==> src/rtl/homing_pkg.sv <==
// Purpose: Shared constants and types for the switch-and-index homing sequencer
// Assumes: Method codes 8 to 13, one control clock, active-high switch levels
// Notes:   Segment code is {direction positive, high speed, ends on falling edge}
//
// Contract
// Codes 8-10 reverse at positive limit, 11-13 at negative; all end on index.
// M8 clear: +fast; rise: -slow; fall: +slow; index after next rise.
// M8 on switch: -slow; fall: +slow; index after first rise.
// M8 limit: -fast; rise: slow; fall: +slow; index after next rise.
// M9 clear: +fast; rise: +slow; fall: -slow; index after rise.
// M9 on switch: +slow; fall: -slow; index after first rise.
// M9 limit: -fast; rise: +slow; fall: -slow; index after rise.
// M10 clear: +fast; rise: +slow; index after fall.
// M10 on switch: +slow; index after fall.
// M10 limit: -fast; rise: +slow; index after fall.
// M11 clear: -fast; rise: +slow; index after fall.
// M11 on switch: +slow; index after fall.
// M12 clear: -fast; rise: +slow; fall: -slow; index after next rise.
// M12 on switch: +slow; fall: -slow; index after rise.
// M12 limit: +fast; rise: slow; fall: -slow; index after next rise.
// M13 clear: -fast; rise: slow; fall: +slow; index after next rise.
// M13 on switch: -slow; fall: +slow; index after rise.
// M13 limit: +fast; rise: -slow; index after fall.
// Switch level sampled once at start; edges from registered successive samples.
// M11 limit: +fast; rise: slow; index after fall.

package homing_pkg;

  // Method codes served
  localparam logic [7:0] METHOD_FIRST     = 8'h08;
  localparam logic [7:0] METHOD_POS_LAST  = 8'h0a;
  localparam logic [7:0] METHOD_LAST      = 8'h0d;

  // Starting case: clear or on switch picked at start, limit on a reversal
  localparam logic [1:0] CASE_CLEAR       = 2'h0;
  localparam logic [1:0] CASE_ON_SWITCH   = 2'h1;
  localparam logic [1:0] CASE_LIMIT       = 2'h2;

  // Segment field positions and width
  localparam int         SEG_W            = 3;
  localparam int         SEG_DIR_BIT      = 2;
  localparam int         SEG_FAST_BIT     = 1;
  localparam int         SEG_FALL_BIT     = 0;
  localparam int         PLAN_W           = 11;
  localparam int         PLAN_CNT_LSB     = 9;

  // Segment codes: direction, speed, ending edge
  localparam logic [2:0] SEG_NONE         = 3'h0;
  localparam logic [2:0] SEG_NEG_SLOW_R   = 3'h0;
  localparam logic [2:0] SEG_NEG_SLOW_F   = 3'h1;
  localparam logic [2:0] SEG_NEG_FAST_R   = 3'h2;
  localparam logic [2:0] SEG_POS_SLOW_R   = 3'h4;
  localparam logic [2:0] SEG_POS_SLOW_F   = 3'h5;
  localparam logic [2:0] SEG_POS_FAST_R   = 3'h6;

  // Segment counts
  localparam logic [1:0] SEGS_1           = 2'h1;
  localparam logic [1:0] SEGS_2           = 2'h2;
  localparam logic [1:0] SEGS_3           = 2'h3;

  // Input pin slots and pin count
  localparam int         PIN_COUNT        = 4;
  localparam int         PIN_HOME         = 0;
  localparam int         PIN_POS_LIMIT    = 1;
  localparam int         PIN_NEG_LIMIT    = 2;
  localparam int         PIN_INDEX        = 3;

  // Reset values
  localparam logic [1:0] SEG_IDX_RESET    = 2'h0;
  localparam logic [7:0] METHOD_RESET     = 8'h00;

  typedef enum logic [4:0] {
    ST_IDLE  = 5'b00001,
    ST_MOVE  = 5'b00010,
    ST_SEEK  = 5'b00100,
    ST_DONE  = 5'b01000,
    ST_FAULT = 5'b10000
  } homing_state_t;

endpackage : homing_pkg

==> src/rtl/homing_switch_index_sequencer.sv <==
// Purpose: Drives direction and speed commands through homing methods 8 to 13
// Assumes: Switch, limit and index pins are asynchronous, active high
// Notes:   Deceleration ramps belong to the trajectory generator downstream

`timescale 1ns/1ps

module homing_switch_index_sequencer (
  input  wire logic       sys_clk,
  input  wire logic       rst_n,
  input  wire logic [7:0] method_code,
  input  wire logic       start,
  input  wire logic       halt,
  input  wire logic       home_switch,
  input  wire logic       pos_limit,
  input  wire logic       neg_limit,
  input  wire logic       index_pulse,
  output logic            move_en,
  output logic            dir_positive,
  output logic            speed_high,
  output logic            busy,
  output logic            home_found,
  output logic            fault
);

  // ****************************************************************
  // Input synchronisers and edge detection
  // ****************************************************************

  logic [homing_pkg::PIN_COUNT-1:0] pin_raw;
  logic [homing_pkg::PIN_COUNT-1:0] sync1_reg;
  logic [homing_pkg::PIN_COUNT-1:0] sync2_reg;
  logic [homing_pkg::PIN_COUNT-1:0] prev_reg;
  logic [homing_pkg::PIN_COUNT-1:0] pin_rise;
  logic [homing_pkg::PIN_COUNT-1:0] pin_fall;

  assign pin_raw[homing_pkg::PIN_HOME]      = home_switch;
  assign pin_raw[homing_pkg::PIN_POS_LIMIT] = pos_limit;
  assign pin_raw[homing_pkg::PIN_NEG_LIMIT] = neg_limit;
  assign pin_raw[homing_pkg::PIN_INDEX]     = index_pulse;

  genvar gi;
  generate
    for (gi = 0; gi < homing_pkg::PIN_COUNT; gi = gi + 1) begin : g_pin
      always_ff @(posedge sys_clk or negedge rst_n) begin
        if (!rst_n) begin
          sync1_reg[gi] <= 1'b0;
          sync2_reg[gi] <= 1'b0;
          prev_reg[gi]  <= 1'b0;
        end else begin
          sync1_reg[gi] <= pin_raw[gi];
          sync2_reg[gi] <= sync1_reg[gi];
          prev_reg[gi]  <= sync2_reg[gi];
        end
      end
      // Edges only from the settled stages, never the first flop
      assign pin_rise[gi] = sync2_reg[gi] & ~prev_reg[gi];
      assign pin_fall[gi] = ~sync2_reg[gi] & prev_reg[gi];
    end
  endgenerate

  // ****************************************************************
  // Motion plans
  // ****************************************************************

  // Returns {segment count, seg2, seg1, seg0}; seg0 runs first
  function automatic logic [homing_pkg::PLAN_W-1:0] plan_lookup(
    input logic [7:0] code,
    input logic [1:0] start_case
  );
    logic [homing_pkg::PLAN_W-1:0] p;
    p = '0;
    unique case (code)
      8'h08: begin
        unique case (start_case)
          homing_pkg::CASE_CLEAR:     p = {homing_pkg::SEGS_3, homing_pkg::SEG_POS_SLOW_R,
                                           homing_pkg::SEG_NEG_SLOW_F,
                                           homing_pkg::SEG_POS_FAST_R};
          homing_pkg::CASE_ON_SWITCH: p = {homing_pkg::SEGS_2, homing_pkg::SEG_NONE,
                                           homing_pkg::SEG_POS_SLOW_R,
                                           homing_pkg::SEG_NEG_SLOW_F};
          default:                    p = {homing_pkg::SEGS_3, homing_pkg::SEG_POS_SLOW_R,
                                           homing_pkg::SEG_NEG_SLOW_F,
                                           homing_pkg::SEG_NEG_FAST_R};
        endcase
      end
      8'h09: begin
        unique case (start_case)
          homing_pkg::CASE_CLEAR:     p = {homing_pkg::SEGS_3, homing_pkg::SEG_NEG_SLOW_R,
                                           homing_pkg::SEG_POS_SLOW_F,
                                           homing_pkg::SEG_POS_FAST_R};
          homing_pkg::CASE_ON_SWITCH: p = {homing_pkg::SEGS_2, homing_pkg::SEG_NONE,
                                           homing_pkg::SEG_NEG_SLOW_R,
                                           homing_pkg::SEG_POS_SLOW_F};
          default:                    p = {homing_pkg::SEGS_3, homing_pkg::SEG_NEG_SLOW_R,
                                           homing_pkg::SEG_POS_SLOW_F,
                                           homing_pkg::SEG_NEG_FAST_R};
        endcase
      end
      8'h0a: begin
        unique case (start_case)
          homing_pkg::CASE_CLEAR:     p = {homing_pkg::SEGS_2, homing_pkg::SEG_NONE,
                                           homing_pkg::SEG_POS_SLOW_F,
                                           homing_pkg::SEG_POS_FAST_R};
          homing_pkg::CASE_ON_SWITCH: p = {homing_pkg::SEGS_1, homing_pkg::SEG_NONE,
                                           homing_pkg::SEG_NONE,
                                           homing_pkg::SEG_POS_SLOW_F};
          default:                    p = {homing_pkg::SEGS_2, homing_pkg::SEG_NONE,
                                           homing_pkg::SEG_POS_SLOW_F,
                                           homing_pkg::SEG_NEG_FAST_R};
        endcase
      end
      8'h0b: begin
        unique case (start_case)
          homing_pkg::CASE_CLEAR:     p = {homing_pkg::SEGS_2, homing_pkg::SEG_NONE,
                                           homing_pkg::SEG_POS_SLOW_F,
                                           homing_pkg::SEG_NEG_FAST_R};
          homing_pkg::CASE_ON_SWITCH: p = {homing_pkg::SEGS_1, homing_pkg::SEG_NONE,
                                           homing_pkg::SEG_NONE,
                                           homing_pkg::SEG_POS_SLOW_F};
          default:                    p = {homing_pkg::SEGS_2, homing_pkg::SEG_NONE,
                                           homing_pkg::SEG_POS_SLOW_F,
                                           homing_pkg::SEG_POS_FAST_R};
        endcase
      end
      8'h0c: begin
        unique case (start_case)
          homing_pkg::CASE_CLEAR:     p = {homing_pkg::SEGS_3, homing_pkg::SEG_NEG_SLOW_R,
                                           homing_pkg::SEG_POS_SLOW_F,
                                           homing_pkg::SEG_NEG_FAST_R};
          homing_pkg::CASE_ON_SWITCH: p = {homing_pkg::SEGS_2, homing_pkg::SEG_NONE,
                                           homing_pkg::SEG_NEG_SLOW_R,
                                           homing_pkg::SEG_POS_SLOW_F};
          default:                    p = {homing_pkg::SEGS_3, homing_pkg::SEG_NEG_SLOW_R,
                                           homing_pkg::SEG_POS_SLOW_F,
                                           homing_pkg::SEG_POS_FAST_R};
        endcase
      end
      default: begin
        unique case (start_case)
          homing_pkg::CASE_CLEAR:     p = {homing_pkg::SEGS_3, homing_pkg::SEG_POS_SLOW_R,
                                           homing_pkg::SEG_NEG_SLOW_F,
                                           homing_pkg::SEG_NEG_FAST_R};
          homing_pkg::CASE_ON_SWITCH: p = {homing_pkg::SEGS_2, homing_pkg::SEG_NONE,
                                           homing_pkg::SEG_POS_SLOW_R,
                                           homing_pkg::SEG_NEG_SLOW_F};
          default:                    p = {homing_pkg::SEGS_2, homing_pkg::SEG_NONE,
                                           homing_pkg::SEG_NEG_SLOW_F,
                                           homing_pkg::SEG_POS_FAST_R};
        endcase
      end
    endcase
    return p;
  endfunction : plan_lookup

  function automatic logic [homing_pkg::SEG_W-1:0] seg_pick(
    input logic [homing_pkg::PLAN_W-1:0] p,
    input logic [1:0]                    idx
  );
    logic [homing_pkg::SEG_W-1:0] s;
    s = p[homing_pkg::SEG_W-1:0];
    if (idx == 2'h1) begin
      s = p[2*homing_pkg::SEG_W-1:homing_pkg::SEG_W];
    end else if (idx == 2'h2) begin
      s = p[3*homing_pkg::SEG_W-1:2*homing_pkg::SEG_W];
    end
    return s;
  endfunction : seg_pick

  // ****************************************************************
  // Sequencing
  // ****************************************************************

  homing_pkg::homing_state_t         state_reg;
  homing_pkg::homing_state_t         state_next;
  logic [7:0]                        method_reg;
  logic [1:0]                        case_reg;
  logic [1:0]                        case_next;
  logic [homing_pkg::PLAN_W-1:0]     plan_reg;
  logic [homing_pkg::PLAN_W-1:0]     plan_next;
  logic [1:0]                        seg_idx_reg;
  logic [1:0]                        seg_idx_next;
  logic [homing_pkg::SEG_W-1:0]      seg_now;
  logic [homing_pkg::SEG_W-1:0]      seg_load;
  logic [1:0]                        plan_count;
  logic                              method_ok;
  logic                              home_level;
  logic                              ref_limit_rise;
  logic                              seg_edge_hit;
  logic                              load_seg;

  assign method_ok  = (method_code >= homing_pkg::METHOD_FIRST) &&
                      (method_code <= homing_pkg::METHOD_LAST);
  assign home_level = sync2_reg[homing_pkg::PIN_HOME];
  assign seg_now    = seg_pick(plan_reg, seg_idx_reg);
  assign plan_count = plan_reg[homing_pkg::PLAN_W-1:homing_pkg::PLAN_CNT_LSB];

  // Reversal point follows the method group
  assign ref_limit_rise = (method_reg <= homing_pkg::METHOD_POS_LAST) ?
                          pin_rise[homing_pkg::PIN_POS_LIMIT] :
                          pin_rise[homing_pkg::PIN_NEG_LIMIT];

  assign seg_edge_hit = seg_now[homing_pkg::SEG_FALL_BIT] ?
                        pin_fall[homing_pkg::PIN_HOME] :
                        pin_rise[homing_pkg::PIN_HOME];

  always_comb begin
    state_next   = state_reg;
    case_next    = case_reg;
    plan_next    = plan_reg;
    seg_idx_next = seg_idx_reg;
    load_seg     = 1'b0;
    if (halt) begin
      state_next = homing_pkg::ST_IDLE;
    end else if (start && (state_reg != homing_pkg::ST_MOVE) &&
                 (state_reg != homing_pkg::ST_SEEK)) begin
      if (method_ok) begin
        // Switch level read once here picks the clear or on-switch plan
        case_next    = home_level ? homing_pkg::CASE_ON_SWITCH :
                                    homing_pkg::CASE_CLEAR;
        plan_next    = plan_lookup(method_code, case_next);
        seg_idx_next = homing_pkg::SEG_IDX_RESET;
        load_seg     = 1'b1;
        state_next   = homing_pkg::ST_MOVE;
      end else begin
        state_next = homing_pkg::ST_FAULT;
      end
    end else begin
      unique case (state_reg)
        homing_pkg::ST_MOVE: begin
          if (ref_limit_rise) begin
            // Limit only legal during the opening fast run of a clear start
            if (case_reg == homing_pkg::CASE_CLEAR &&
                seg_idx_reg == homing_pkg::SEG_IDX_RESET) begin
              case_next    = homing_pkg::CASE_LIMIT;
              plan_next    = plan_lookup(method_reg, homing_pkg::CASE_LIMIT);
              seg_idx_next = homing_pkg::SEG_IDX_RESET;
              load_seg     = 1'b1;
            end else begin
              state_next = homing_pkg::ST_FAULT;
            end
          end else if (seg_edge_hit) begin
            if (seg_idx_reg == plan_count - 2'h1) begin
              // Qualifying edge seen: keep moving, wait for index
              state_next = homing_pkg::ST_SEEK;
            end else begin
              seg_idx_next = seg_idx_reg + 2'h1;
              load_seg     = 1'b1;
            end
          end
        end
        homing_pkg::ST_SEEK: begin
          if (ref_limit_rise) begin
            state_next = homing_pkg::ST_FAULT;
          end else if (pin_rise[homing_pkg::PIN_INDEX]) begin
            state_next = homing_pkg::ST_DONE;
          end
        end
        homing_pkg::ST_IDLE,
        homing_pkg::ST_DONE,
        homing_pkg::ST_FAULT: begin
          state_next = state_reg;
        end
      endcase
    end
  end

  assign seg_load = seg_pick(plan_next, seg_idx_next);

  always_ff @(posedge sys_clk or negedge rst_n) begin
    if (!rst_n) begin
      state_reg   <= homing_pkg::ST_IDLE;
      case_reg    <= homing_pkg::CASE_CLEAR;
      plan_reg    <= '0;
      seg_idx_reg <= homing_pkg::SEG_IDX_RESET;
    end else begin
      state_reg   <= state_next;
      case_reg    <= case_next;
      plan_reg    <= plan_next;
      seg_idx_reg <= seg_idx_next;
    end
  end

  always_ff @(posedge sys_clk or negedge rst_n) begin
    if (!rst_n) begin
      method_reg <= homing_pkg::METHOD_RESET;
    end else if (start && method_ok && state_next == homing_pkg::ST_MOVE &&
                 state_reg != homing_pkg::ST_MOVE) begin
      method_reg <= method_code;
    end
  end

  // ****************************************************************
  // Motion command outputs
  // ****************************************************************

  // Commands change in the same cycle as the state, so outputs track it exactly
  always_ff @(posedge sys_clk or negedge rst_n) begin
    if (!rst_n) begin
      move_en      <= 1'b0;
      dir_positive <= 1'b0;
      speed_high   <= 1'b0;
    end else if (state_next == homing_pkg::ST_MOVE ||
                 state_next == homing_pkg::ST_SEEK) begin
      move_en <= 1'b1;
      if (load_seg) begin
        dir_positive <= seg_load[homing_pkg::SEG_DIR_BIT];
        speed_high   <= seg_load[homing_pkg::SEG_FAST_BIT];
      end
    end else begin
      move_en    <= 1'b0;
      speed_high <= 1'b0;
    end
  end

  always_ff @(posedge sys_clk or negedge rst_n) begin
    if (!rst_n) begin
      busy       <= 1'b0;
      home_found <= 1'b0;
      fault      <= 1'b0;
    end else begin
      busy       <= (state_next == homing_pkg::ST_MOVE) ||
                    (state_next == homing_pkg::ST_SEEK);
      home_found <= (state_next == homing_pkg::ST_DONE);
      fault      <= (state_next == homing_pkg::ST_FAULT);
    end
  end

endmodule : homing_switch_index_sequencer

==> config.mk <==
export PLATFORM = sky130hd
export DESIGN_NAME = homing_switch_index_sequencer
export DESIGN_NICKNAME = d
export VERILOG_FILES = /design/src/rtl/homing_pkg.sv /design/src/rtl/homing_switch_index_sequencer.sv
export SDC_FILE = /design/constraint.sdc
export NUM_CORES = 1
export LEC_CHECK = 0
export BUFFER_PORTS_ARGS = -buffer_cell sky130_fd_sc_hd__buf_4
export CAP_MARGIN = 20
export CORE_ASPECT_RATIO = 1.75
export CORE_MARGIN = 3
export CORE_UTILIZATION = 45
export DETAILED_ROUTE_END_ITERATION = 8
export PLACE_DENSITY = 0.7
export SYNTH_ARGS = -nofsm -noshare
export SYNTH_HDL_FRONTEND = slang
export SYNTH_SLANG_ARGS = --single-unit
export TNS_END_PERCENT = 20
==> constraint.sdc <==
create_clock -name sys_clk -period 3.45 [get_ports sys_clk]
set_clock_uncertainty 0.05 [all_clocks]
set_input_delay 0.69 -clock sys_clk [delete_from_list [all_inputs] [get_ports sys_clk]]
set_output_delay 0.69 -clock sys_clk [all_outputs]
set_load 0.005 [all_outputs]
==> flow_summary.yaml <==
critical_path:
  cp_max_fo: 7
  critPathRequiredTime_ps: 3610
  cp-start-kind: "flip-flop"
  rrSetupSlack_ps: 510
  r2r_cells: 9
  cp-endpoint: "speed_high$_DFFE_PN0P_"
  reg2reg_from: "seg_idx_reg[0]$_DFF_PN0_"
  startpoint: "seg_idx_reg[0]$_DFF_PN0_"
  crit_path_end_kind: "flip-flop"
  worstSetupPathType: "flip-flop to flip-flop"
  arrival_ps: 3100
  rr_endpoint: "speed_high$_DFFE_PN0P_"
timing:
  drv_slew: 0
  period_share_pct: 85.28
  fmax_ghz: 0.3399
  hold_violations: 0
  rsz0062_at_grt: "no"
  fin_crit_ps: 2942
  worst_pin_slew_ps: 653.1
  setup_viol_count_final: 0
  fin_tns_setup_ps: 0
  relSlewSlack_pct: 55.89
clocking:
  cts.reportedPaths.clkPinSlew_ps: 90
  cts_resized: 0
  clk_path_buf_depth: 2
  clkSinkCount: 45
  clockRootBuffer: "clkbuf_8"
  post_cts_buffers: 0
  cts_tree: "built"
  clock_latency_ps: 300
  hold_buffers: 0
  htree_levels: 2
  cts_made_buffers: 5
power_and_ir_drop:
  cellPowerDensity_mw_per_mm2: 427.0
  ir_worst_vdd_v: 0.0003842
  power_mw: 1.116
  p_leak_nw: 1.168
cells_and_area:
  final_nets: 266
  area_growth_pct: 12.01
  final_common_cell: "dfrtp_1"
  final_cell_mix: "44 x dfrtp_1, 25 x buf_4, 14 x nand2_1"
  diodes: 0
  drive_gt1_share_pct: 19.76
detailed_routing:
  vias_per_cell: 6.066
  dr.pass1.iters: 4
  drtIter0Drc: 115
  ant_nets: 0
  post-route-drc-count: 0
  drt_wl_total_mm: 5.093
  vias: 1832
  wire_per_inst_um: 16.86
floorplanning:
  start_util_pct: 46.88
  pin_count: 22
  core_mm2: 0.004977
  rows: 34
  die_area_mm2: 0.006120
  die_w_um: 60.44
  die_h_um: 101.3
logic_synthesis:
  syn-num-nets: 247
  yosysSeqAreaShare_pct: 48.31
  ys_async_sr_fraction_pct: 100.0
  syn_avg_cell_area_um2: 10.23
  synth_edf_count: 0
  ys_warn_count: 0
  synth_flop_cell: "dfrtp_1"
  syn_inst: 228
  syn_area_mm2: 0.002333
  ys_types: 59
  synth_seq_cells: 45
global_route:
  grt_pass1_vias: 1824
  grtUsageTotal_pct: 18.58
  antenna_found_initial: 0
  grt_first_pass_wirelength_mm: 8.583
  gr-total-overflow: 0
  grt_max_degree: 46
place:
  gp_congestion: 0.8796
  portBuffers: 21
  dp_hpwl_mm: 3.835
min_path:
  min_path_type: "flip-flop to flip-flop"
status:
  status: "finished clean"
run:
  maxCapViolations: 0
==> worst max-delay path, stage by stage (launching register included) <==
cell	delay [ps]
dfrtp_1	470
inv_1	100
ha_1	220
mux2i_1	150
a2111oi_2	480
o2111ai_1	170
a2111oi_0	450
a211oi_1	160
or3_1	370
a311oi_1	230
==> how the worst min path moves through the flow <==
stage / startpoint / cells after the start / to
after floorplan: sync1_reg[0]$_DFF_PN0_ / 0 / home_level$_DFF_PN0_
after global placement: sync1_reg[2]$_DFF_PN0_ / 0 / sync2_reg[2]$_DFF_PN0_
after detailed placement: sync1_reg[2]$_DFF_PN0_ / 0 / sync2_reg[2]$_DFF_PN0_
after CTS: sync1_reg[2]$_DFF_PN0_ / 0 / sync2_reg[2]$_DFF_PN0_
after global routing: sync1_reg[1]$_DFF_PN0_ / 0 / sync2_reg[1]$_DFF_PN0_
final: sync1_reg[2]$_DFF_PN0_ / 0 / sync2_reg[2]$_DFF_PN0_
==> area by class of cell <==
cell class              instances  area (um2)
fillers                       472        2364
flip-flops and latches         45        1127
multi-input cells             157        1092
repair buffers                 25       187.7
clock buffers                   5       68.82
well taps                      54       67.56
inverters                      13       48.80
clock inverters                 3       21.27
==> power by group <==
part / internal, mW / switching [mW]
combinational: 0.0832 / 0.106
clock: 0.144 / 0.186
sequential: 0.564 / 0.0335
total: 0.791 / 0.325
==> layer usage <==
| metal | part of all wire [%] | vias to the layer above | track usage (%) |
|---|---|---|---|
| li1 | - | 871 | - |
| met1 | 40 | 911 | 22.18 |
| met2 | 54 | 37 | 32.08 |
| met3 | 2.7 | 13 | 2.806 |
| met4 | 2.6 | 0 | 8.347 |
| met5 | 0 | - | 0 |
==> cell usage after synthesis (5+ instances only) <==
library cell   n  area [um2]
o21ai_0        9       45.04
clkbuf_1       7       26.28
nor4_1         6       37.54
a21oi_1       10       50.05
xor2_1         5       43.79
nor2_1        12       45.04
nand3_1        5       25.02
nor2b_1        7       43.79
nand2_1       14       52.55
nor3_1        13       65.06
dfrtp_1       44        1101
inv_1         13       48.80
==> cell families after synthesis <==
logic type / count (synthesis) / synth area share (%)
AND/OR/NAND/NOR: 82 / 19.62
AO/OA/AOI/OAI: 56 / 18.93
flip-flops: 45 / 48.31
buffers and inverters: 26 / 4.880
XOR/XNOR: 8 / 3.003
multiplexers: 8 / 3.646
adder cells (fa/ha/maj): 3 / 1.609
==> metrics by stage <==
stage	cell area (um2)	util (%)	worst slack (ps)	std cells	hold WS, ps
2_1_floorplan	2333	-	724.4	228	281.2
3_3_place_gp	2524	50.70	462.2	294	281.8
3_5_place_dp	2524	50.70	437.6	294	286.3
4_1_cts	2614	52.51	495.3	302	306.6
5_1_grt	2614	52.51	285.8	302	313.7
6_report	2614	52.51	507.8	302	302.4
Power figures use the tool's default switching activity.
